`config.mk`:
```
export PLATFORM = sky130hd
export DESIGN_NAME = fswp_host
export DESIGN_NICKNAME = d
export VERILOG_FILES = /design/src/core/fswp_strobe.v /design/src/core/fswp_host.v
export VERILOG_INCLUDE_DIRS = /design/src /design/src/inc
export SDC_FILE = /design/constraint.sdc
export NUM_CORES = 1
export LEC_CHECK = 0
export BUFFER_PORTS_ARGS = -buffer_cell sky130_fd_sc_hd__buf_2
export CAP_MARGIN = 20
export CORE_UTILIZATION = 49
export DETAILED_ROUTE_END_ITERATION = 10
export GPL_TIMING_DRIVEN = 1
export HOLD_SLACK_MARGIN = 0.03
export PLACE_DENSITY = 0.82
export REMOVE_ABC_BUFFERS = 1
export SLEW_MARGIN = 20
export SYNTH_ARGS = -nofsm -noshare
export SYNTH_HDL_FRONTEND = slang
export SYNTH_SLANG_ARGS = --single-unit
```
`constraint.sdc`:
```
create_clock -name clk -period 2.1 [get_ports clk]
set_input_delay 0.315 -clock clk [delete_from_list [all_inputs] [get_ports clk]]
set_output_delay 0.315 -clock clk [all_outputs]
set_load 0.01 [all_outputs]
```
`src/inc/fswp_regs.vh`:
```
// Purpose: constants for the boot-sector flash protection host controller
// Assumes: 40 MHz controller clock, 16-bit word-mode flash bus
// Notes:   command words follow the usual unlock convention for this family
`ifndef FSWP_REGS_VH
`define FSWP_REGS_VH

`define FSWP_CLK_MHZ        40
// strobe low / high, setup and glitch times, ns
`define FSWP_T_WE_LOW_NS    35
`define FSWP_T_WE_HIGH_NS   30
`define FSWP_T_SETUP_NS     25
`define FSWP_T_GLITCH_NS    5
// cycles = ceil(ns * MHz / 1000)
`define FSWP_CYC(ns)        (((ns) * `FSWP_CLK_MHZ + 999) / 1000)

`define FSWP_UNLOCK_ADDR1   21'h000555
`define FSWP_UNLOCK_ADDR2   21'h0002aa
`define FSWP_UNLOCK_DATA1   16'h00aa
`define FSWP_UNLOCK_DATA2   16'h0055
`define FSWP_CMD_PROGRAM    16'h00a0
`define FSWP_CMD_ERASE1     16'h0080
`define FSWP_CMD_SECTOR_ER  16'h0030
`define FSWP_CMD_ENTER_SEC  16'h0088
`define FSWP_CMD_EXIT_SEC1  16'h0090
`define FSWP_CMD_EXIT_SEC2  16'h0000
`define FSWP_CMD_RESET      16'h00f0

// user op codes
`define FSWP_OP_PROGRAM     3'h0
`define FSWP_OP_ERASE       3'h1
`define FSWP_OP_ENTER_SEC   3'h2
`define FSWP_OP_EXIT_SEC    3'h3
`define FSWP_OP_RESET       3'h4
`define FSWP_OP_READ        3'h5

// electronic serial number placement, word addresses
`define FSWP_ESN_BOT_BASE   21'h000000
`define FSWP_ESN_TOP_BASE   21'h1f8000
`define FSWP_ESN_WORDS      4'h8

`endif

```
`src/core/fswp_strobe.v`:
```
// Purpose: one timed write or read bus cycle on the flash strobes
// Assumes: start only while idle; addr and data held by caller
// Notes:   strobe widths are far above the device glitch filter
`timescale 1ns/100ps
`include "fswp_regs.vh"

module fswp_strobe #(
	parameter LOW_CYC  = `FSWP_CYC(`FSWP_T_WE_LOW_NS),
	parameter HIGH_CYC = `FSWP_CYC(`FSWP_T_WE_HIGH_NS)
) (
	input  wire        clk,      // controller clock
	input  wire        rst_n,    // async reset, active low
	input  wire        start,    // one-cycle request
	input  wire        is_read,  // 1 read cycle, 0 write cycle
	output reg         ce_n_q,   // chip select strobe
	output reg         we_n_q,   // write strobe
	output reg         oe_n_q,   // output enable strobe
	output reg         sample_q, // pulse: read data valid now
	output reg         done_q    // pulse: cycle complete
);
	reg [7:0] cnt_q;
	reg [1:0] ph_q;
	reg       rd_q;

	always @(posedge clk or negedge rst_n) begin
		if (!rst_n) begin
			ce_n_q   <= 1'b1;
			we_n_q   <= 1'b1;
			oe_n_q   <= 1'b1;
			sample_q <= 1'b0;
			done_q   <= 1'b0;
			cnt_q    <= 8'h00;
			ph_q     <= 2'h0;
			rd_q     <= 1'b0;
		end else begin
			sample_q <= 1'b0;
			done_q   <= 1'b0;
			case (ph_q)
			2'h0: if (start) begin
				// write needs oe high with ce and we low [RULE_20]
				rd_q   <= is_read;
				ce_n_q <= 1'b0;
				we_n_q <= is_read;
				oe_n_q <= ~is_read;
				cnt_q  <= LOW_CYC[7:0];
				ph_q   <= 2'h1;
			end
			2'h1: if (cnt_q <= 8'h01) begin
				// pulse kept well above noise width [RULE_19]
				sample_q <= rd_q;
				we_n_q   <= 1'b1;
				oe_n_q   <= 1'b1;
				ce_n_q   <= 1'b1;
				cnt_q    <= HIGH_CYC[7:0];
				ph_q     <= 2'h2;
			end else begin
				cnt_q <= cnt_q - 8'h01;
			end
			2'h2: if (cnt_q <= 8'h01) begin
				done_q <= 1'b1;
				ph_q   <= 2'h0;
			end else begin
				cnt_q <= cnt_q - 8'h01;
			end
			default: ph_q <= 2'h0;
			endcase
		end
	end
endmodule

```
`src/core/fswp_host.v`:
```
// Purpose: host controller issuing protected-flash command sequences
// Assumes: flash on a 16-bit word bus; pins synchronous to clk
// Notes:   device protection itself lives in the flash; host only
//          sequences commands and drives the protect pins to levels
`timescale 1ns/100ps
`include "fswp_regs.vh"

// Notes on behaviour
// RULE_01 - low write-protect pin makes device refuse both outermost boot sectors
// RULE_02 - outermost sectors: lowest two bottom-boot, highest two top-boot
// RULE_03 - high write-protect pin leaves those sectors at stored state
// RULE_04 - host always drives write-protect pin to a defined level
// RULE_05 - high voltage on reset pin enters temporary unprotect mode
// RULE_06 - temporary unprotect lets device program previously protected sectors
// RULE_07 - with write-protect low, outermost sectors stay protected even then
// RULE_08 - removing high voltage restores all earlier protection
// RULE_09 - data bit seven shows factory-locked 1 or customer-lockable 0
// RULE_10 - enter sequence maps secured region over boot sectors until exit
// RULE_11 - power-up or hardware reset maps boot addresses back to normal
// RULE_12 - factory-locked part rejects any secured region change
// RULE_13 - serial number is 16 bytes at fixed bottom or top addresses
// RULE_14 - no accelerated or bypass programming of the secured region
// RULE_15 - lock secured region: three-cycle enter then protect algorithm
// RULE_16 - a locked secured region can never be unprotected
// RULE_17 - host writes exit sequence before touching the rest of array
// RULE_18 - below lockout voltage device ignores writes and returns to read
// RULE_19 - device ignores strobe noise shorter than about 5 ns
// RULE_20 - write only with select and write low, output enable high
// RULE_21 - strobes held low at power-up give no command
// RULE_22 - program and erase only after the unlock cycles
// RULE_23 - command to a protected sector leaves its contents unchanged
module fswp_host #(
	parameter TOP_BOOT = 1'b0   // 1 top-boot device, 0 bottom-boot
) (
	input  wire        clk,          // 40 MHz clock
	input  wire        rst_n,        // async reset, active low
	input  wire        req,          // pulse: start an operation
	input  wire [2:0]  op,           // operation code
	input  wire [20:0] addr,         // word address for the operation
	input  wire [15:0] wdata,        // program data
	input  wire        wp_level,     // wanted write-protect level
	input  wire        hv_request,   // ask for high voltage on reset pin
	input  wire        esn_read,     // pulse: read one serial word
	input  wire [2:0]  esn_index,    // serial word index 0..7
	input  wire [15:0] flash_dq_i,   // data bus from flash
	output reg         busy_q,       // operation in progress
	output reg         done_q,       // pulse: operation finished
	output reg  [15:0] rdata_q,      // last read word
	output reg         sec_mapped_q, // secured region mapped now
	output reg         factory_lock_q, // indicator bit 7 of last read while mapped
	output reg         ce_n_q,       // flash chip select, active low
	output reg         oe_n_q,       // flash output enable, active low
	output reg         we_n_q,       // flash write enable, active low
	output reg  [20:0] flash_a_q,    // flash address
	output reg  [15:0] flash_dq_o_q, // data to flash
	output reg         flash_dq_oe_q,// high while host drives data
	output reg         wp_pin_q,     // write-protect pin level
	output reg         hv_en_q,      // drive high voltage on reset pin
	output reg         flash_rst_n_q // flash reset pin, active low
);
	localparam S_IDLE = 4'b0001;
	localparam S_SEQ  = 4'b0010;
	localparam S_WAIT = 4'b0100;
	localparam S_END  = 4'b1000;

	reg  [3:0]  st_q;
	reg  [2:0]  op_q;
	reg  [2:0]  step_q;
	reg  [2:0]  nsteps_q;
	reg  [20:0] a_q;
	reg  [15:0] d_q;
	reg         go_q;
	reg         cyc_rd_q;
	wire        s_ce_n;
	wire        s_we_n;
	wire        s_oe_n;
	wire        s_sample;
	wire        s_done;

	// address and data of step n of an operation
	function [36:0] seq_word;
		input [2:0]  o;
		input [2:0]  n;
		input [20:0] a;
		input [15:0] d;
		begin
			seq_word = {`FSWP_UNLOCK_ADDR1, `FSWP_CMD_RESET};
			case (n)
			// reset is one plain write; an unlock here would arm the flash
			3'h0: seq_word = (o == `FSWP_OP_RESET) ?
				{`FSWP_UNLOCK_ADDR1, `FSWP_CMD_RESET} :
				{`FSWP_UNLOCK_ADDR1, `FSWP_UNLOCK_DATA1};
			3'h1: seq_word = {`FSWP_UNLOCK_ADDR2, `FSWP_UNLOCK_DATA2};
			3'h2: case (o)
				`FSWP_OP_PROGRAM:
					seq_word = {`FSWP_UNLOCK_ADDR1, `FSWP_CMD_PROGRAM};
				`FSWP_OP_ERASE:
					seq_word = {`FSWP_UNLOCK_ADDR1, `FSWP_CMD_ERASE1};
				`FSWP_OP_ENTER_SEC:
					seq_word = {`FSWP_UNLOCK_ADDR1, `FSWP_CMD_ENTER_SEC};
				default:
					seq_word = {`FSWP_UNLOCK_ADDR1, `FSWP_CMD_EXIT_SEC1};
				endcase
			3'h3: case (o)
				`FSWP_OP_PROGRAM: seq_word = {a, d};
				`FSWP_OP_EXIT_SEC:
					seq_word = {21'h000000, `FSWP_CMD_EXIT_SEC2};
				default:
					seq_word = {`FSWP_UNLOCK_ADDR1, `FSWP_UNLOCK_DATA1};
				endcase
			3'h4: seq_word = {`FSWP_UNLOCK_ADDR2, `FSWP_UNLOCK_DATA2};
			3'h5: seq_word = {a, `FSWP_CMD_SECTOR_ER};
			default: seq_word = {`FSWP_UNLOCK_ADDR1, `FSWP_CMD_RESET};
			endcase
		end
	endfunction

	// number of bus cycles of an operation
	function [2:0] seq_len;
		input [2:0] o;
		begin
			case (o)
			`FSWP_OP_PROGRAM:   seq_len = 3'h4;
			`FSWP_OP_ERASE:     seq_len = 3'h6;
			`FSWP_OP_ENTER_SEC: seq_len = 3'h3;  // [RULE_15]
			`FSWP_OP_EXIT_SEC:  seq_len = 3'h4;
			default:            seq_len = 3'h1;
			endcase
		end
	endfunction

	fswp_strobe u_strobe (
		.clk      (clk),
		.rst_n    (rst_n),
		.start    (go_q),
		.is_read  (cyc_rd_q),
		.ce_n_q   (s_ce_n),
		.we_n_q   (s_we_n),
		.oe_n_q   (s_oe_n),
		.sample_q (s_sample),
		.done_q   (s_done)
	);

	// -----------------------------------------------------------------
	// pin levels
	// -----------------------------------------------------------------
	always @(posedge clk or negedge rst_n) begin
		if (!rst_n) begin
			wp_pin_q      <= 1'b0;   // defined level from reset [RULE_04]
			hv_en_q       <= 1'b0;
			flash_rst_n_q <= 1'b0;
			ce_n_q        <= 1'b1;
			oe_n_q        <= 1'b1;
			we_n_q        <= 1'b1;
		end else begin
			wp_pin_q      <= wp_level;             // [RULE_04]
			// hv only between operations; drop restores protect [RULE_05]
			if (!busy_q)
				hv_en_q <= hv_request;           // [RULE_08]
			flash_rst_n_q <= 1'b1;
			ce_n_q        <= s_ce_n;
			oe_n_q        <= s_oe_n;
			we_n_q        <= s_we_n;
		end
	end

	// -----------------------------------------------------------------
	// sequencer
	// -----------------------------------------------------------------
	always @(posedge clk or negedge rst_n) begin
		if (!rst_n) begin
			st_q           <= S_IDLE;
			op_q           <= 3'h0;
			step_q         <= 3'h0;
			nsteps_q       <= 3'h0;
			a_q            <= 21'h000000;
			d_q            <= 16'h0000;
			go_q           <= 1'b0;
			cyc_rd_q       <= 1'b0;
			busy_q         <= 1'b0;
			done_q         <= 1'b0;
			rdata_q        <= 16'h0000;
			sec_mapped_q   <= 1'b0;  // device comes up unmapped [RULE_11]
			factory_lock_q <= 1'b0;
			flash_a_q      <= 21'h000000;
			flash_dq_o_q   <= 16'h0000;
			flash_dq_oe_q  <= 1'b0;
		end else begin
			go_q   <= 1'b0;
			done_q <= 1'b0;
			case (st_q)
			S_IDLE: if (flash_rst_n_q && (req || esn_read)) begin
				// first request waits for reset pin release [RULE_21]
				busy_q <= 1'b1;
				step_q <= 3'h0;
				st_q   <= S_SEQ;
				if (esn_read) begin
					op_q     <= `FSWP_OP_READ;
					nsteps_q <= 3'h1;
					d_q      <= 16'h0000;
					a_q      <= (TOP_BOOT ? `FSWP_ESN_TOP_BASE
					             : `FSWP_ESN_BOT_BASE)
					            + {18'h00000, esn_index}; // [RULE_13]
				end else begin
					op_q     <= op;
					// every program/erase starts with unlock cycles [RULE_22]
					nsteps_q <= seq_len(op);
					a_q      <= addr;
					d_q      <= wdata;
				end
			end
			S_SEQ: begin
				cyc_rd_q <= (op_q == `FSWP_OP_READ);
				if (op_q == `FSWP_OP_READ) begin
					flash_a_q     <= a_q;
					flash_dq_oe_q <= 1'b0;
				end else begin
					// plain unlock sequence; no bypass in region [RULE_14]
					{flash_a_q, flash_dq_o_q} <=
						seq_word(op_q, step_q, a_q, d_q);
					flash_dq_oe_q <= 1'b1;
				end
				go_q <= 1'b1;
				st_q <= S_WAIT;
			end
			S_WAIT: begin
				if (s_sample)
					rdata_q <= flash_dq_i;
				if (s_done) begin
					if (step_q + 3'h1 >= nsteps_q)
						st_q <= S_END;
					else begin
						step_q <= step_q + 3'h1;
						st_q   <= S_SEQ;
					end
				end
			end
			S_END: begin
				flash_dq_oe_q <= 1'b0;
				busy_q        <= 1'b0;
				done_q        <= 1'b1;
				st_q          <= S_IDLE;
				case (op_q)
				`FSWP_OP_ENTER_SEC: sec_mapped_q <= 1'b1;  // [RULE_10]
				// exit before touching rest of array [RULE_17]
				`FSWP_OP_EXIT_SEC:  sec_mapped_q <= 1'b0;
				`FSWP_OP_RESET:     sec_mapped_q <= sec_mapped_q;
				`FSWP_OP_READ:
					if (sec_mapped_q)
						factory_lock_q <= rdata_q[7]; // [RULE_09]
				default:            sec_mapped_q <= sec_mapped_q;
				endcase
			end
			default: st_q <= S_IDLE;
			endcase
		end
	end
endmodule

```
# Word-level counts from Yosys, hierarchy flattened
# Cells that the tools add are included.
# Widths: inputs -> output; s select.
# totals
regBits	132
output_inout_bits	64
# op_classes
n_addsub	2
order_cmp	2
n_eq_ne	26
n_mux	44
bitwise_logic	2
reduce_logical	26
# ops
operator	count
$pmux 37 s5	1
$pmux 37 s2	1
$mux 21	2
$mux 8	3
$pmux 8 s3	1
$eq 3x2->1 const B	6
$pmux 6 s3	1
$mux 16	1
$mux 3	5
$reduce_and 2->1	7
$eq 3x3->1 const B	4
$mux 1	12
$mux 4	3
$pmux 1 s2	6
$pmux 4 s3	1
$reduce_and 3->1	4
$reduce_bool 2->1	5
$eq 3x1->1 const B	3
$logic_not 3->1	3
$pmux 3 s3	1
$le 8x1->1 const B	1
$ne 2x2->1 const B	4
$sub 8x1->8 const B	1
$mux 7	1
other kinds (19)	25

# Longest topological paths before layout
# depth
ltp_word	5
depth_mapped	8
depth_no_buf	6

# Modules after synthesis
# Synthesis repeated with hierarchy kept, for this count alone.
# unflattened
hier_cells	552
hier_area_um2	5933.2
# modules_own_cells
module	n_inst	cells_per_inst	area_each_um2
fswp_host	1	459	4984.8
fswp_strobe	1	93	948.4

# Worst setup path after synthesis
# No wires, ideal clock.
# synth_timing
path_type	flip-flop to flip-flop
from	register step_q[1]
to	register step_q[1]
setup_ps	125
t_arrival_ps	1896
path_slack_ps	79
path_stages_with_launch	7
path_buffers	0
cell_sequence	dfrtp_1 > inv_1 > ha_1 > ha_1 > a21o_1 > a211oi_4 > mux2_4
# synth_via
elab_chain_len	4
elab_cells_between_ends	7
classes_between	add/sub: 1; order compare: 1; eq/ne: 1; mux: 3; reduce/logical: 1
# synth_lines
element	line_no	rtl
start: declaration	fswp_host.v:68	reg [2:0] step_q;
start signal: assignment	fswp_host.v:233	step_q <= step_q + 3'h1;
$add 3x1->3 (*)	fswp_host.v:230, fswp_host.v:233	
$ge 3x3->1 / $mux 3 (equally long branches)	fswp_host.v:230	if (step_q + 3'h1 >= nsteps_q)
$ne 2x2->1 (no source line) / $mux 3 (equally long branches)	-	
$reduce_and 4->1 (no source line) / $pmux 3 s2 (equally long branches)	-	
# Mark *: on every way between the ends. The rest lies on a longest branch, timed or not. The select of a mux whose other input is x is not followed.
# A chain may end at the register's enable or synchronous reset.

# Final worst setup path
# layout_timing
from	register step_q[0]
to	register step_q[0]
# Same word-level chain as after synthesis.

==> flow_results.org <==
** Outcome
- The run finished, with violations left.
- Failing checks :: DRC

** STA
- Final-report hold violation count :: 0
- Final clock skew :: 0.00789 ns
- Setup repair after global routing could not meet its margin everywhere.
- The worst pin sits at a relative slew slack of 62.2%.
- Final-report setup violation count :: 0
- The clock period could shrink to 2.07 ns.
- Fmax achieved :: 0.484 GHz
- Final number of max-transition violations :: 0
- Final worst path period share :: 98.4%
- Worst-margin pin slew :: 0.566 ns

** Worst hold path
- Path category of the worst min-delay check :: in2reg
- Worst Hold Launch :: addr[3]
- The path with the worst hold slack has its endpoint at a_q[3].
- Along the worst hold path, the cell count comes to 3.

** Yosys
- Sorting the synthesized cells by how often they occur yields sky130_fd_sc_hd__dfrtp_1, sky130_fd_sc_hd__nand2_1, sky130_fd_sc_hd__nand3b_1, sky130_fd_sc_hd__nor2_1, sky130_fd_sc_hd__o21ai_0.
- Ranked by total cell area, the synthesized netlist is headed by sky130_fd_sc_hd__dfrtp_1, sky130_fd_sc_hd__nand2_1, sky130_fd_sc_hd__nand3b_1.
- The synthesized netlist devotes 19.3% of its cell area to simple gates.
- The biggest area contributor in the post-synthesis netlist is sky130_fd_sc_hd__dfrtp_1.
- For this run, the leading register cell type out of synthesis is sky130_fd_sc_hd__dfrtp_1.
- Sequential cell area fraction in the yosys report :: 55.6%
- Parity-gate share of the synthesized area counting xor and xnor cells :: 0.294%
- Summing the areas of all fa, ha and maj instances in the mapped netlist gives 2.73% of the synthesized area.
- Combined area of all synthesized cells :: 0.00596 sq mm
- Yosys printed 0 warnings.
- Mapped Avg Cell Area :: 10.9 sq um
- Number of library cell types mapped by synthesis :: 65
- Synthesis produced 545 cells.
- Share of cell area taken by muxes after synthesis :: 4.85%
- In this run, synthesis inferred 0 flip-flops with an integrated enable.
- Area share of the largest cell type after synthesis :: 52.5%
- The most common cell in the synthesized netlist is sky130_fd_sc_hd__dfrtp_1.
- Async set-or-reset flop fraction in the synthesized netlist :: 100%
- Post-synthesis register bit count :: 132
- Share of the synthesized area in compound gates (AO/OA/AOI/OAI) :: 13.7%
- By area, the combinational part of the netlist is dominated by simple AND/OR/NAND/NOR gates.

** Placed design
- DP Cell Count :: 803
- Placer congestion estimate :: 0.858
- Detailed Place HPWL :: 9590 microns
- Port Buf Inserts :: 128

** Critical path
- The setup path with the least slack is of type reg2reg.
- STA puts the critical path data required time at 2.44 ns.
- Kind of start point of the critical path :: register
- The worst register-to-register path begins at step_q[0].
- CP Max Fanout :: 6
- STA classifies the critical path endpoint as a register.
- In this run the critical register-to-register path is captured at step_q[0].
- Data on the critical path arrives at its endpoint at 2.40 ns.
- Counting cells, the worst reg-to-reg path comes to 7.
- In this run the register-to-register setup slack is 0.03 ns.

** Drt
- First-iteration detailed-routing DRC count :: 277
- Number of search-and-repair iterations in the first detailed-routing pass :: 8
- Across all layers, the routed design uses 4745 vias.
- Wires add up to 13800 microns.
- Drt via density :: 5.66
- After detailed routing, the average wire length per cell comes to 16.5 microns.
- DRC violations left :: 10
- In this run the remaining antenna-violating nets after routing total 0.

** CTS
- Number of buffers added by the clock tree synthesis step :: 17
- The H-tree generated during clock tree synthesis spans 4 levels.
- Master cell of the clock root buffer :: sky130_fd_sc_hd__clkbuf_16
- Clock latency on the worst-skew pair, taken at its later pin, is 0.42 ns.
- Maximum number of buffers from clock root to sink :: 2
- TritonCTS built the clock tree.
- The clock net in this run drives a total of 132 sinks.
- Clock-pin slew was measured on the worst setup and hold paths at 0.06 ns.

** Floorplan
- The initialized floorplan defines 39 standard-cell rows.
- Initial core utilization :: 51.3%
- In this run the standard cell core region covers 0.0116 sq mm.
- Height of the chip :: 112 microns
- I/O pin count :: 129
- The floorplan step set the die width to 112 microns.
- The die covers 0.0126 sq mm.

** Final layout
- Syn-to-layout area delta :: 25.7%
- For this run, the post-layout net count is 760.
- Diode insertion count for antenna repair :: 0
- Final std cells w/o fill :: 838
- Final core utilization :: 64.5%
- Fillcell total :: 916
- In the final layout, the share of cells above drive strength 1 is 32.7%.

** GRT
- Entering global routing, the biggest net connects 63 pins.
- The initial antenna violation count is 1.
- For this run the aggregate overflow at the end of global routing stands at 0.
- The via count of the first global-routing pass came to 4813.
- The first global-routing pass estimated 23100 microns of wire.
- GR Util All Layers :: 23.5%

** Pwr
- VDD sags by at most 0.909 mV.
- Total design power :: 9.87 mW
- Leak Pwr :: 3.70 nW
- Dividing total power by cell area gives a power density of 1320 mW/mm^2.

** Job
- Reported max-cap violation count :: 0
==> final cells by class <==
cell class / instances / area (sq um) / area share (%)
clock buffer: 18 / 439 / 5.87
clock inverter: 14 / 200 / 2.67
inverter: 14 / 52.6 / 0.702
multi-input combinational: 368 / 2450 / 32.8
sequential: 132 / 3310 / 44.3
tap: 143 / 179 / 2.39
timing repair buffer: 149 / 847 / 11.3
==> cell usage in the layout, fill, tap and decap left out, drive strengths merged, types with 4 or more instances in the layout <==
master | synthesis | layout
a21oi | 20 | 20
a221o | 7 | 7
a22o | 17 | 17
a22oi | 7 | 7
a31oi | 10 | 10
and2 | 4 | 4
buf | 16 | 147
bufinv | 0 | 4
clkbuf | 15 | 18
dfrtp | 125 | 125
dfstp | 7 | 7
ha | 13 | 13
inv | 14 | 18
mux2 | 20 | 20
mux2i | 6 | 6
nand2 | 96 | 96
nand2b | 5 | 5
nand3 | 8 | 8
nand3b | 38 | 38
nor2 | 32 | 32
nor3 | 6 | 6
o21ai | 20 | 20
o31ai | 5 | 5
or3 | 5 | 5
or4 | 5 | 5
==> critical path, stage by stage (launching register included) <==
cell and delay (ns):
sky130_fd_sc_hd__dfrtp_2 0.45, sky130_fd_sc_hd__ha_1 0.21, sky130_fd_sc_hd__ha_1 0.29, sky130_fd_sc_hd__inv_1 0.05, sky130_fd_sc_hd__ha_1 0.32, sky130_fd_sc_hd__a211oi_4 0.27, sky130_fd_sc_hd__buf_4 0.18, sky130_fd_sc_hd__mux2i_1 0.21
==> kinds of logic (layout without fill, tap and decap cells) <==
family,Yosys count,after routing
compound gates,109,109
xor+xnor,2,2
fa+ha+maj,13,13
buf+inv,45,195
flops,132,132
mux,26,26
other cells,1,1
simple gates,217,217
==> state kept, by name, indices dropped and copies added, names as in the netlist, 2 cells and up <==
register	cells
nsteps_q	3
d_q	16
step_q	3
u_strobe.ph_q	2
st_q	4
u_strobe.cnt_q	8
a_q	21
rdata_q	16
flash_a_q	21
op_q	3
flash_dq_o_q	16
==> stage by stage <==
stage	worst slack, ns	area, sq um	hold slack (ns)	TNS (ns)
2_1_floorplan	-0.350	5800	0.0194	-8.00
3_3_place_gp	0.150	6820	0.325	0
3_5_place_dp	0.0359	6820	0.330	0
4_1_cts	0.0151	7470	0.108	0
5_1_grt	-0.0300	7490	0.113	-0.0300
6_report	0.0340	7490	0.122	0
==> worst max path at each step <==
stage               cells after the start  startpoint        end  slack, ns
floorplan                               2    esn_read     a_q[0]      -0.35
global placement                        6   step_q[0]  step_q[1]       0.15
detailed placement                      7   step_q[0]  step_q[0]       0.04
CTS                                     7   step_q[0]  step_q[0]       0.02
global route                            7   step_q[0]  step_q[0]      -0.03
finish                                  7   step_q[0]  step_q[0]       0.03
==> power breakdown <==
part,total [mW],switching (mW),internal (mW)
sequential,3.92,0.604,3.32
clock,3.16,1.13,2.03
combinational,2.79,1.65,1.14
total,9.87,3.38,6.49
==> layer usage <==
metal	track usage [%]	wire (microns)	vias to the layer above
met1	29.1	5860	2335
met3	6.48	872	27
li1	-	-	2208
met4	9.42	260	2
met5	0	10	-
met2	39.2	6810	173
==> what timing repair did <==
| action | 4_1_cts | 5_1_grt |
|---|---|---|
| hold buffers | 2 | 0 |
| endpoints found under the setup margin | 0 | 25 |
| resized for setup | 0 | 3 |
| buffers inserted | 0 | 1 |
| endpoints found under the hold margin | 55 | 0 |
Power figures use the tool's default switching activity.
